[src/logic/tfr_pkg.sv]
// field layout and reset values for the typed field register bank
// ==========================================================================
// What this block does
// - read/write field returns last stored value; either side may update
// - read-only field loaded by hardware only; software writes ignored
// - write-only field feeds hardware; its read value is arbitrary
// - write-only field feeds hardware and always reads as zero
// - write-to-clear field: writing one clears the bit, zero leaves it
// - read-to-clear field holds hardware value until read, then clears to zero
// - one-to-clear field cleared by a one from software or hardware
// - constant-zero bits read zero and ignore writes
// - constant-one bits read one and ignore writes
// - absent bits ignore writes and read an arbitrary value
// - nonzero must-be-zero field raises a reserved-operand exception
// - bit zero is the least significant, rightmost position
package tfr_pkg;

	// ======================================================================
	// register geometry
	localparam int TFR_DATA_W = 32;

	// ======================================================================
	// field positions, low bit and width
	localparam int TFR_RW_LSB = 0;
	localparam int TFR_RW_W = 4;
	localparam int TFR_RO_LSB = 4;
	localparam int TFR_RO_W = 3;
	localparam int TFR_WO_LSB = 7;
	localparam int TFR_WO_W = 4;
	localparam int TFR_WOZ_LSB = 11;
	localparam int TFR_WOZ_W = 4;
	localparam int TFR_WC_LSB = 15;
	localparam int TFR_WC_W = 4;
	localparam int TFR_RC_LSB = 19;
	localparam int TFR_RC_W = 4;
	localparam int TFR_W1C_LSB = 23;
	localparam int TFR_W1C_W = 4;
	localparam int TFR_ZERO_BIT = 27;
	localparam int TFR_ONE_BIT = 28;
	localparam int TFR_ABSENT_BIT = 29;
	localparam int TFR_HINT_BIT = 30;
	localparam int TFR_MUST_ZERO_BIT = 31;

	// ======================================================================
	// values after reset
	localparam logic [3:0] TFR_RW_RST = 4'h0;
	localparam logic [3:0] TFR_WO_RST = 4'h0;
	localparam logic [3:0] TFR_WOZ_RST = 4'h0;
	localparam logic [2:0] TFR_RO_RST = 3'h0;
	localparam logic [3:0] TFR_WC_RST = 4'h0;
	localparam logic [3:0] TFR_RC_RST = 4'h0;
	localparam logic [3:0] TFR_W1C_RST = 4'h0;
	localparam logic TFR_EXC_RST = 1'b0;
	localparam logic [31:0] TFR_RDATA_RST = 32'h00000000;

endpackage : tfr_pkg

[src/logic/tfr_reg_bank.sv]
// typed field register bank with processor and hardware sides
`timescale 1ns/100ps

module tfr_reg_bank
	import tfr_pkg::*;
(
	// clock and reset
	input wire logic i_ref_clk,
	input wire logic i_srst,
	// processor transaction side
	input wire logic i_wr_en,
	input wire logic [31:0] i_wdata,
	input wire logic i_rd_en,
	output logic [31:0] o_rdata,
	output logic o_rd_valid,
	output logic o_resop_exc,
	// hardware side inputs
	input wire logic i_hw_rw_we,
	input wire logic [3:0] i_hw_rw_data,
	input wire logic [2:0] i_ro_status,
	input wire logic [3:0] i_wc_set,
	input wire logic i_rc_load,
	input wire logic [3:0] i_rc_data,
	input wire logic [3:0] i_w1c_set,
	input wire logic [3:0] i_w1c_hw_clr,
	// hardware side outputs
	output logic [3:0] o_rw_field,
	output logic [3:0] o_wo_field,
	output logic [3:0] o_woz_field,
	output logic o_rc_full
);

	// ======================================================================
	// field extraction, bit zero is the rightmost position
	// little-end numbering
	function automatic logic [3:0] fld4(input logic [31:0] w, input int lsb);
		fld4 = w[lsb +: 4];
	endfunction

	logic wr_ok;
	logic [3:0] wr_rw;
	logic [3:0] wr_wo;
	logic [3:0] wr_woz;
	logic [3:0] wr_wc;
	logic [3:0] wr_w1c;
	logic [2:0] ro_q;
	logic [3:0] wc_q;
	logic [3:0] rc_q;
	logic [3:0] w1c_q;
	logic [31:0] next_rdata;

	// ======================================================================
	// write qualification
	// trap on must-be-zero
	// a faulting write is dropped whole, as an operand fault aborts the store
	assign wr_ok = i_wr_en && !i_wdata[TFR_MUST_ZERO_BIT];
	assign wr_rw = fld4(i_wdata, TFR_RW_LSB);
	assign wr_wo = fld4(i_wdata, TFR_WO_LSB);
	assign wr_woz = fld4(i_wdata, TFR_WOZ_LSB);
	assign wr_wc = fld4(i_wdata, TFR_WC_LSB);
	assign wr_w1c = fld4(i_wdata, TFR_W1C_LSB);

	// reserved-operand exception pulse, one cycle after the bad write
	// exception pulse
	always_ff @(posedge i_ref_clk)
	begin
		if (i_srst)
			o_resop_exc <= TFR_EXC_RST;
		else
			o_resop_exc <= i_wr_en && i_wdata[TFR_MUST_ZERO_BIT];
	end

	// ======================================================================
	// read/write field, processor write wins over hardware load
	// stored value
	always_ff @(posedge i_ref_clk)
	begin
		if (i_srst)
			o_rw_field <= TFR_RW_RST;
		else if (wr_ok)
			o_rw_field <= wr_rw;
		else if (i_hw_rw_we)
			o_rw_field <= i_hw_rw_data;
	end

	// read-only field follows hardware status, writes never reach it
	// hardware only
	always_ff @(posedge i_ref_clk)
	begin
		if (i_srst)
			ro_q <= TFR_RO_RST;
		else
			ro_q <= i_ro_status;
	end

	// write-only fields, both feed hardware
	// undefined-read store
	always_ff @(posedge i_ref_clk)
	begin
		if (i_srst)
		begin
			o_wo_field <= TFR_WO_RST;
			o_woz_field <= TFR_WOZ_RST;
		end
		else if (wr_ok)
		begin
			o_wo_field <= wr_wo;
			o_woz_field <= wr_woz;
		end
	end

	// ======================================================================
	// write-to-clear flags; a set in the clearing cycle is kept
	// one clears
	always_ff @(posedge i_ref_clk)
	begin
		if (i_srst)
			wc_q <= TFR_WC_RST;
		else if (wr_ok)
			wc_q <= (wc_q & ~wr_wc) | i_wc_set;
		else
			wc_q <= wc_q | i_wc_set;
	end

	// one-to-clear flags, cleared by processor or hardware ones, set wins
	// either side clears
	always_ff @(posedge i_ref_clk)
	begin
		if (i_srst)
			w1c_q <= TFR_W1C_RST;
		else if (wr_ok)
			w1c_q <= (w1c_q & ~(wr_w1c | i_w1c_hw_clr)) | i_w1c_set;
		else
			w1c_q <= (w1c_q & ~i_w1c_hw_clr) | i_w1c_set;
	end

	// read-to-clear: held until read; a load in the read cycle is taken
	// because the read already returns the old value
	// hold until read
	always_ff @(posedge i_ref_clk)
	begin
		if (i_srst)
		begin
			rc_q <= TFR_RC_RST;
			o_rc_full <= 1'b0;
		end
		else if (i_rc_load && (!o_rc_full || i_rd_en))
		begin
			rc_q <= i_rc_data;
			o_rc_full <= 1'b1;
		end
		else if (i_rd_en)
		begin
			rc_q <= 4'h0;
			o_rc_full <= 1'b0;
		end
	end

	// ======================================================================
	// read word assembly
	always_comb
	begin
		next_rdata = TFR_RDATA_RST;
		next_rdata[TFR_RW_LSB +: TFR_RW_W] = o_rw_field;
		next_rdata[TFR_RO_LSB +: TFR_RO_W] = ro_q;
		next_rdata[TFR_WO_LSB +: TFR_WO_W] = o_wo_field;
		next_rdata[TFR_WOZ_LSB +: TFR_WOZ_W] = 4'h0;
		next_rdata[TFR_WC_LSB +: TFR_WC_W] = wc_q;
		next_rdata[TFR_RC_LSB +: TFR_RC_W] = rc_q;
		next_rdata[TFR_W1C_LSB +: TFR_W1C_W] = w1c_q;
		next_rdata[TFR_ZERO_BIT] = 1'b0;
		next_rdata[TFR_ONE_BIT] = 1'b1;
		next_rdata[TFR_ABSENT_BIT] = 1'b0;
		// reserved hint and must-be-zero bits have no storage
		next_rdata[TFR_HINT_BIT] = 1'b0;
		next_rdata[TFR_MUST_ZERO_BIT] = 1'b0;
	end

	// read answer one cycle after the request
	always_ff @(posedge i_ref_clk)
	begin
		if (i_srst)
		begin
			o_rdata <= TFR_RDATA_RST;
			o_rd_valid <= 1'b0;
		end
		else
		begin
			o_rd_valid <= i_rd_en;
			if (i_rd_en)
				o_rdata <= next_rdata;
		end
	end

	// ======================================================================
	// checks
	// write then read back
	property p_rw_store;
		@(posedge i_ref_clk) disable iff (i_srst)
		wr_ok |=> o_rw_field == $past(i_wdata[3:0]);
	endproperty
	a_rw_store: assert property (p_rw_store)
		else $error("rw field did not take the write");

	property p_ro_hw;
		@(posedge i_ref_clk) disable iff (i_srst)
		i_rd_en && !$past(i_srst) |=> o_rdata[6:4] == $past(i_ro_status, 2);
	endproperty
	a_ro_hw: assert property (p_ro_hw)
		else $error("ro field not from hardware status");

	property p_woz_zero;
		@(posedge i_ref_clk) disable iff (i_srst)
		o_rd_valid |-> o_rdata[14:11] == 4'h0;
	endproperty
	a_woz_zero: assert property (p_woz_zero)
		else $error("zero-read write-only field read nonzero");

	property p_wc_clear;
		@(posedge i_ref_clk) disable iff (i_srst)
		wr_ok && i_wc_set == 4'h0 |=> wc_q == ($past(wc_q) & ~$past(wr_wc));
	endproperty
	a_wc_clear: assert property (p_wc_clear)
		else $error("wc field wrong after write");

	property p_rc_hold;
		@(posedge i_ref_clk) disable iff (i_srst)
		o_rc_full && !i_rd_en |=> $stable(rc_q) && o_rc_full;
	endproperty
	a_rc_hold: assert property (p_rc_hold)
		else $error("rc field changed before read");

	property p_w1c_hw;
		@(posedge i_ref_clk) disable iff (i_srst)
		i_w1c_hw_clr[0] && !i_w1c_set[0] |=> !w1c_q[0];
	endproperty
	a_w1c_hw: assert property (p_w1c_hw)
		else $error("w1c bit not cleared by hardware");

	property p_const_bits;
		@(posedge i_ref_clk) disable iff (i_srst)
		o_rd_valid |-> !o_rdata[27] && o_rdata[28];
	endproperty
	a_const_bits: assert property (p_const_bits)
		else $error("constant bits read wrong");

	property p_resop_trap;
		@(posedge i_ref_clk) disable iff (i_srst)
		i_wr_en && i_wdata[31] && !i_hw_rw_we
		|=> o_resop_exc && $stable(o_rw_field) && $stable(o_woz_field);
	endproperty
	a_resop_trap: assert property (p_resop_trap)
		else $error("must-be-zero write not trapped");

	// read answer carries the held value
	property p_rd_answer;
		@(posedge i_ref_clk) disable iff (i_srst)
		i_rd_en |=> o_rd_valid && o_rdata[22:19] == $past(rc_q);
	endproperty
	a_rd_answer: assert property (p_rd_answer)
		else $error("read answer out of step");

	// both write-only fields of one write land together
	property p_wr_fields;
		@(posedge i_ref_clk) disable iff (i_srst)
		wr_ok |=> o_wo_field == $past(wr_wo)
			&& o_woz_field == $past(wr_woz);
	endproperty
	a_wr_fields: assert property (p_wr_fields)
		else $error("write-only fields did not take the write");

	property p_rw_hw;
		@(posedge i_ref_clk) disable iff (i_srst)
		i_hw_rw_we && !wr_ok |=> o_rw_field == $past(i_hw_rw_data);
	endproperty
	a_rw_hw: assert property (p_rw_hw)
		else $error("rw field did not take the hardware load");

	property p_w1c_sw;
		@(posedge i_ref_clk) disable iff (i_srst)
		wr_ok && i_w1c_set == 4'h0 |=> (w1c_q & $past(wr_w1c)) == 4'h0;
	endproperty
	a_w1c_sw: assert property (p_w1c_sw)
		else $error("one-to-clear bits not cleared by a write");

	property p_rc_read;
		@(posedge i_ref_clk) disable iff (i_srst)
		i_rd_en && !i_rc_load |=> !o_rc_full && rc_q == 4'h0;
	endproperty
	a_rc_read: assert property (p_rc_read)
		else $error("rc field not emptied by a read");

endmodule // tfr_reg_bank

[config.mk]
export PLATFORM = sky130hd
export DESIGN_NAME = tfr_reg_bank
export DESIGN_NICKNAME = d
export VERILOG_FILES = /design/src/logic/tfr_pkg.sv /design/src/logic/tfr_reg_bank.sv
export SDC_FILE = /design/constraint.sdc
export NUM_CORES = 1
export LEC_CHECK = 0
export BUFFER_PORTS_ARGS = -buffer_cell sky130_fd_sc_hd__buf_4
export CORE_ASPECT_RATIO = 2
export CORE_MARGIN = 8
export CORE_UTILIZATION = 44
export CTS_CLUSTER_SIZE = 16
export DETAILED_ROUTE_END_ITERATION = 8
export PLACE_DENSITY_LB_ADDON = 0.05
export SLEW_MARGIN = 10
export SYNTH_ARGS = -nofsm -noshare
export SYNTH_HDL_FRONTEND = slang
export SYNTH_SLANG_ARGS = --single-unit
[constraint.sdc]
create_clock -name i_ref_clk -period 1.75 [get_ports i_ref_clk]
set_clock_uncertainty 0.15 [all_clocks]
set_input_delay 0.525 -clock i_ref_clk [delete_from_list [all_inputs] [get_ports i_ref_clk]]
set_output_delay 0.525 -clock i_ref_clk [all_outputs]
set_load 0.03 [all_outputs]
* Yosys cells after proc, flatten, opt, wreduce, memory -nomap -nowiden
Index checks and enable logic that the tools add are counted. Widths: inputs -> output; s select.
Operators by class: reduce and logical (&&, ||, !) cells 8, bitwise logic cells 11, mux-type cells 8
Operators by type and width (count):
- $mux 4 | 6
- $or 4x4->4 | 5
- $and 4x4->4 | 3
- $not 4->4 | 3
- $reduce_bool 2->1 | 2
- $logic_and 1x1->1 | 3
- $logic_not 1->1 | 2
- $mux 1 | 2
- $logic_or 1x1->1 | 1
Storage, ports and cells: output and inout bits 47, register bits after elaboration 54, bits of input ports 61, word-level logic and storage cells 38

* Logic depth before layout (Yosys ltp)
Gate-level depths: netlist of the first run.
depth in word-level cells 5, mapped depth 5, gate-level depth less buffers 3

* Worst setup path after synthesis of the first run
No wires, ideal clock.
path kind input-to-reg, start point input i_rd_en, end point register o_rdata[7], stages 4, setup slack 336 ps, setup time 128 ps, data arrival time 1137 ps, data required time 1472 ps, cells stage by stage buf_2 > buf_4 > mux2i_1 > nor2_1
RTL lines:
- start: declaration | RTL line tfr_reg_bank.sv:13 | input wire logic i_rd_en,
- end signal: assignment | RTL line tfr_reg_bank.sv:191 | o_rdata <= next_rdata;
- end: declaration | RTL line tfr_reg_bank.sv:14 | output logic [31:0] o_rdata,

* Final worst setup path of the first run
start point register o_rc_full, end point output o_rc_full
RTL lines:
- start: declaration | RTL line tfr_reg_bank.sv:30 | output logic o_rc_full
- start signal: assignment | RTL line tfr_reg_bank.sv:145 | o_rc_full <= 1'b0;
- start signal: assignment | RTL line tfr_reg_bank.sv:150 | o_rc_full <= 1'b1;
- start signal: assignment | RTL line tfr_reg_bank.sv:155 | o_rc_full <= 1'b0;
No word-level cell between the ends.

==> results.ini, run 1 <==
[sta]
fin_crit_sh = 0.9161
hold_viol_final = 0
whs_ps = 254.2
setup-violations-final = 0
min_period_ps = 1603
clock.fmax_mhz = 623.8
drv_slew = 0
rsz0062_at_grt = no
tns_ps = 0

[layout]
utilization = 0.6175
area_growth_pct = 36.82
regArea_mm2 = 0.001081
final_common_cell = buf_4
layout_common_cells = 90 x buf_4, 54 x dfxtp_1, 35 x nor2_1, 27 x mux2i_1
nets = 358
multi_input_area_um2 = 775.7
drive_gt1_frac = 0.3356
fin_cells = 353
antenna_cells = 0
fill_cells = 420

[floorplanning]
chipWidth_um = 64.10
placementRows = 35
die_area_mm2 = 0.007191
io_pins = 108
initial_core_util = 0.4513
core_area_mm2 = 0.004511
die_y_um = 112.2

[power]
sw_frac_of_total = 0.2602
p_int_w = 0.001802
peakVddDrop_mv = 0.7211
seqPwrFrac = 0.544
power_frac_comb = 0.173
p_sw_w = 0.0006339
power_w = 0.002436
pwr-share-clk = 0.283
p_leak_nw = 1.364
power.density_mw_per_mm2 = 874.7

[route]
drtPass1Iterations = 4
drc = 0
ant_nets = 0
drtIter0Drc = 59
routed-via-count = 1668
drt-vias-per-instance = 4.725
wl_per_cell_um = 13.55
drt-total-wl_mm = 4.783

[global_routing]
grt_pass1_wl_mm = 7.907
grt_max_degree = 55
grt_overflow_total = 0
track_usage = 0.1326
grt_pass1_vias = 1726
antenna_found_initial = 0

[setup_path]
crit_arrival_ps = 930
r2r-end = rc_q[1]
critPathMaxStageDelay_ps = 430
path_cells = buf_4
r2r-start = o_rc_full
worstSetupPathType = reg -> out
startpoint_type = flip-flop
cpLargestDelayFamily = flip-flops
r2r_setup_slack_ps = 720
critPathBufInv = 1
cpMaxStageDelayCell = dfxtp_1
r2r_cells = 3
path_max_fanout = 6
cp.required_ps = 1070
cp-end-kind = output port

[clock_tree]
cts_buffer_depth = 2
ctsHtreeMaxLevel = 2
ctsHoldBuffers = 0
cts_tree = done
clkSinkCount = 54
cts_buffers = 5
cts_resized = 0
cts_setup_buffers = 0
clk_latency_ps = 300
root_buffer = clkbuf_8
clkTransAtPathRegs_ps = 90

[synth]
syn-instance-count = 213
ys.warnings.count = 0
syn_area_per_cell_um2 = 9.557
yosys_register_bits = 54
synth.distinct_cells = 20
synth_area_mm2 = 0.002036
ys_seq_area_frac = 0.5310

[status]
status = complete, no violations

[min_path]
whs_path_depth = 2
worstHoldEndpoint = wc_q[3]
min_path_type = in -> reg
hp-start = i_wdata[18]

[place]
dp_hpwl_mm = 3.632
numPortBuffers = 88
routabilityCongestion = 0.7282
place_inst = 345

[job]
drv_cap = 0

-- flip-flops by register name (all words and copies together) (netlist names) --
| register | count |
|---|---|
| o_rc_full | 1 |
| rc_q | 4 |
| o_rw_field | 4 |
| o_rdata | 24 |
| w1c_q | 4 |
| o_rd_valid | 1 |
| wc_q | 4 |
| o_resop_exc | 1 |
| o_wo_field | 4 |
| o_woz_field | 4 |
| ro_q | 3 |
-- worst max-delay path by stage --
stage,from,end,slack [ps],cells after the start
2_1_floorplan,i_rd_en,o_rdata[7],340,4
3_3_place_gp,i_rd_en,rc_q[3],220,4
3_5_place_dp,i_rd_en,rc_q[1],200,4
4_1_cts,o_rc_full,o_rc_full,120,1
5_1_grt,o_rc_full,o_rc_full,90,1
6_report,o_rc_full,o_rc_full,150,1
-- power groups by stage --
stage	combinational [W]	clock, W	sequential [W]
final	0.000421	0.000689	0.00133
after global routing	0.000456	0.000767	0.00133
after CTS	0.000427	0.000723	0.00133
after detailed placement	0.000426	0	0.00136
after global placement	0.000420	0	0.00135
after floorplan	0.000178	0	0.00143
-- cells by family after synthesis --
| logic type | synth area share |
|---|---|
| multiplexers | 0.1328 |
| other | 0.001842 |
| buffers and inverters | 0.1008 |
| AO/OA/AOI/OAI | 0.1057 |
| AND/OR/NAND/NOR | 0.1278 |
| flip-flops | 0.5310 |
-- metrics by stage --
stage               setup slack (ps)  instance area (µm²)
finish                         146.8                 2785
global route                   89.62                 2785
CTS                            124.8                 2785
detailed placement             201.9                 2694
global placement               222.6                 2694
floorplan                      335.7                 2062
-- cells in the mapped netlist --
cell       n  area [µm²]
a311oi_1   4       35.03
nand3_1    4       20.02
buf_1      1       3.750
buf_4     10       75.07
o211ai_1   4       30.03
a211oi_1   4       30.03
a21oi_1   17       85.08
nor2b_1    3       18.77
nand2_1   17       63.81
mux2i_1   27       270.3
dfxtp_1   54        1081
conb_1     1       3.750
buf_6      4       45.04
nor2b_4    1       13.76
buf_2      2       10.01
a211o_1    4       35.03
inv_1     14       52.55
clkbuf_1   5       18.77
nor2_1    35       131.4
nand2b_1   2       12.51
-- final cells by class --
class,instances,area share
sequential,54,0.3881
clock inverter,1,0.001797
clock buffer,7,0.03100
timing repair buffer,92,0.2570
multi-input combinational,130,0.2785
tap,55,0.02471
inverter,14,0.01887
-- layer usage --
metal  routed length, µm  global-route usage  vias to the layer above
met3                 442             0.06281                        7
met2                2320              0.2158                       59
li1                    -                   -                      849
met5                   0                   0                        -
met4                  72             0.05279                        0
met1                1947              0.1435                      753
(Power assumes the default switching activity.)
==> run 2, diff against run 1 <==
Settings changed: PLACE_DENSITY set to 0.79, PLACE_DENSITY_LB_ADDON 0.05 to unset.
==> run 2 against run 1 <==
Compared with the run above: sequential share of layout area grew 0.070 points; global-route usage grew 0.71 points; worst hold slack lost 2.6 ps; utilization shrank 0.11 points.
==> results.ini, run 2 (synthesis results as in run 1) <==
[place]
numPortBuffers = 88  ; unchanged
dp_hpwl_mm = 3.708  ; was 3.632 mm
routabilityCongestion = 0.7958  ; was 0.7282

[floorplanning]
io_pins = 108  ; unchanged
die_y_um = 112.2  ; unchanged
core_area_mm2 = 0.004511  ; unchanged
placementRows = 35  ; unchanged
die_area_mm2 = 0.007191  ; unchanged
initial_core_util = 0.4513  ; unchanged
chipWidth_um = 64.10  ; unchanged

[sta]
clock.fmax_mhz = 616.9  ; was 623.8 MHz
min_period_ps = 1621  ; was 1603 ps
rsz0062_at_grt = no  ; unchanged
worst_slew_pin_slew_ps = 538.4
hold_viol_final = 0  ; unchanged
fin_crit_sh = 0.9264  ; was 0.9161
drv_slew = 0  ; unchanged
setup-violations-final = 0  ; unchanged
tns_ps = 0  ; unchanged
slew_headroom = 0.6410

[job]
drv_cap = 0  ; unchanged

[layout]
final_common_cell = buf_4  ; unchanged
largest_reg_flops = 24  ; unchanged
antenna_cells = 0  ; unchanged
multi_input_area_um2 = 775.7  ; unchanged
nets = 356  ; was 358
regArea_mm2 = 0.001081  ; unchanged
layout_common_cells = 89 x buf_4, 54 x dfxtp_1, 35 x nor2_1, 27 x mux2i_1  ; was 90 x buf_4, 54 x dfxtp_1, 35 x nor2_1, 27 x mux2i_1
drive_gt1_frac = 0.3345  ; was 0.3356
fill_cells = 399  ; was 420
area_growth_pct = 36.57  ; was 36.82%
top_register = o_rdata  ; unchanged

[global_routing]
grt_pass1_vias = 1860  ; was 1,726
track_usage = 0.1397  ; was 0.1326
antenna_found_initial = 0  ; unchanged
grt_max_degree = 55  ; unchanged
grt_pass1_wl_mm = 8.355  ; was 7.907 mm
grt_overflow_total = 0  ; unchanged

[route]
drc = 0  ; unchanged
drtIter0Drc = 57  ; was 59
drtPass1Iterations = 4  ; unchanged
wl_per_cell_um = 14.04  ; was 13.55 µm
routed-via-count = 1704  ; was 1,668
drt-total-wl_mm = 4.928  ; was 4.783 mm
drt-vias-per-instance = 4.855  ; was 4.725
ant_nets = 0  ; unchanged

[setup_path]
path_max_fanout = 6  ; unchanged
worstSetupPathType = reg -> out  ; unchanged
crit_arrival_ps = 950  ; was 930 ps
critPathBufInv = 1  ; unchanged
path_cells = buf_4  ; unchanged
cp.required_ps = 1070  ; about the same
cpMaxStageDelayCell = dfxtp_1  ; unchanged
startpoint_type = flip-flop  ; unchanged
cp-end-kind = output port  ; unchanged
cpLargestDelayFamily = flip-flops  ; unchanged
critPathMaxStageDelay_ps = 440  ; was 430 ps

[power]
sw_frac_of_total = 0.2591  ; was 0.2602
p_int_w = 0.001902  ; was 0.001802 W
seqPwrFrac = 0.517  ; was 0.544
power_w = 0.002567  ; was 0.002436 W
p_sw_w = 0.0006652  ; was 0.0006339 W
peakVddDrop_mv = 0.7161  ; was 0.7211 mV
pwr-share-clk = 0.321  ; was 0.283
power.density_mw_per_mm2 = 923.5  ; was 874.7 mW/mm²
power_frac_comb = 0.162  ; was 0.173
p_leak_nw = 1.352  ; was 1.364 nW

[clock_tree]
cts_tree = done  ; unchanged
ctsHoldBuffers = 0  ; unchanged
clkTransAtPathRegs_ps = 100  ; was 90 ps
cts_buffers = 5  ; unchanged
cts_resized = 0  ; unchanged
cts_buffer_depth = 2  ; unchanged
clkSinkCount = 54  ; unchanged
clk_latency_ps = 300  ; about the same
cts_setup_buffers = 0  ; unchanged
ctsHtreeMaxLevel = 2  ; unchanged
root_buffer = clkbuf_8  ; unchanged

[status]
status = complete, no violations  ; unchanged

[min_path]
min_path_type = in -> reg  ; unchanged

[run 2: through the flow]
stage               std cells    util  setup slack [ps]  hold slack, ps  area (µm²)
floorplan                 220       -             335.7           290.3        2062
global placement          343  0.5911             213.4           293.9        2666
detailed placement        343  0.5911             192.1           304.7        2666
CTS                       351  0.6164             117.9           242.0        2780
global route              351  0.6164             67.94           236.1        2780
finish                    351  0.6164             128.9           251.6        2780
[run 2: worst paths after layout]
path	startpoint	endpoint	slack [ps]	cells after the start
worst max-delay path	o_rc_full	o_rc_full	130	1
worst min-delay path	i_wdata[18]	wc_q[3]	250	2
worst max register to register	o_rc_full	rc_q[3]	680	3
worst min register to register	o_woz_field[1]	o_woz_field[1]	310	2
[run 2: final cells by class]
class / instances / share of cell area
Clock inverter: 3 / 0.01620
Clock buffer: 5 / 0.02475
Sequential cell: 54 / 0.3888
Tap cell: 55 / 0.02475
Inverter: 14 / 0.01890
Multi-Input combinational cell: 130 / 0.2790
Timing Repair Buffer: 90 / 0.2475
[run 2: power groups by stage]
stage	combinational, W	sequential [W]	clock, W
3_5_place_dp	0.000419	0.00136	0
3_3_place_gp	0.000411	0.00135	0
6_report	0.000416	0.00133	0.000824
4_1_cts	0.000420	0.00133	0.000852
2_1_floorplan	0.000178	0.00143	0
5_1_grt	0.000451	0.00134	0.000907
[run 2: layer usage]
layer | wire [µm] | GRT usage
met5 | 0 | 0
met4 | 69 | 0.04545
met3 | 653 | 0.09372
met2 | 2298 | 0.2252
met1 | 1907 | 0.1407
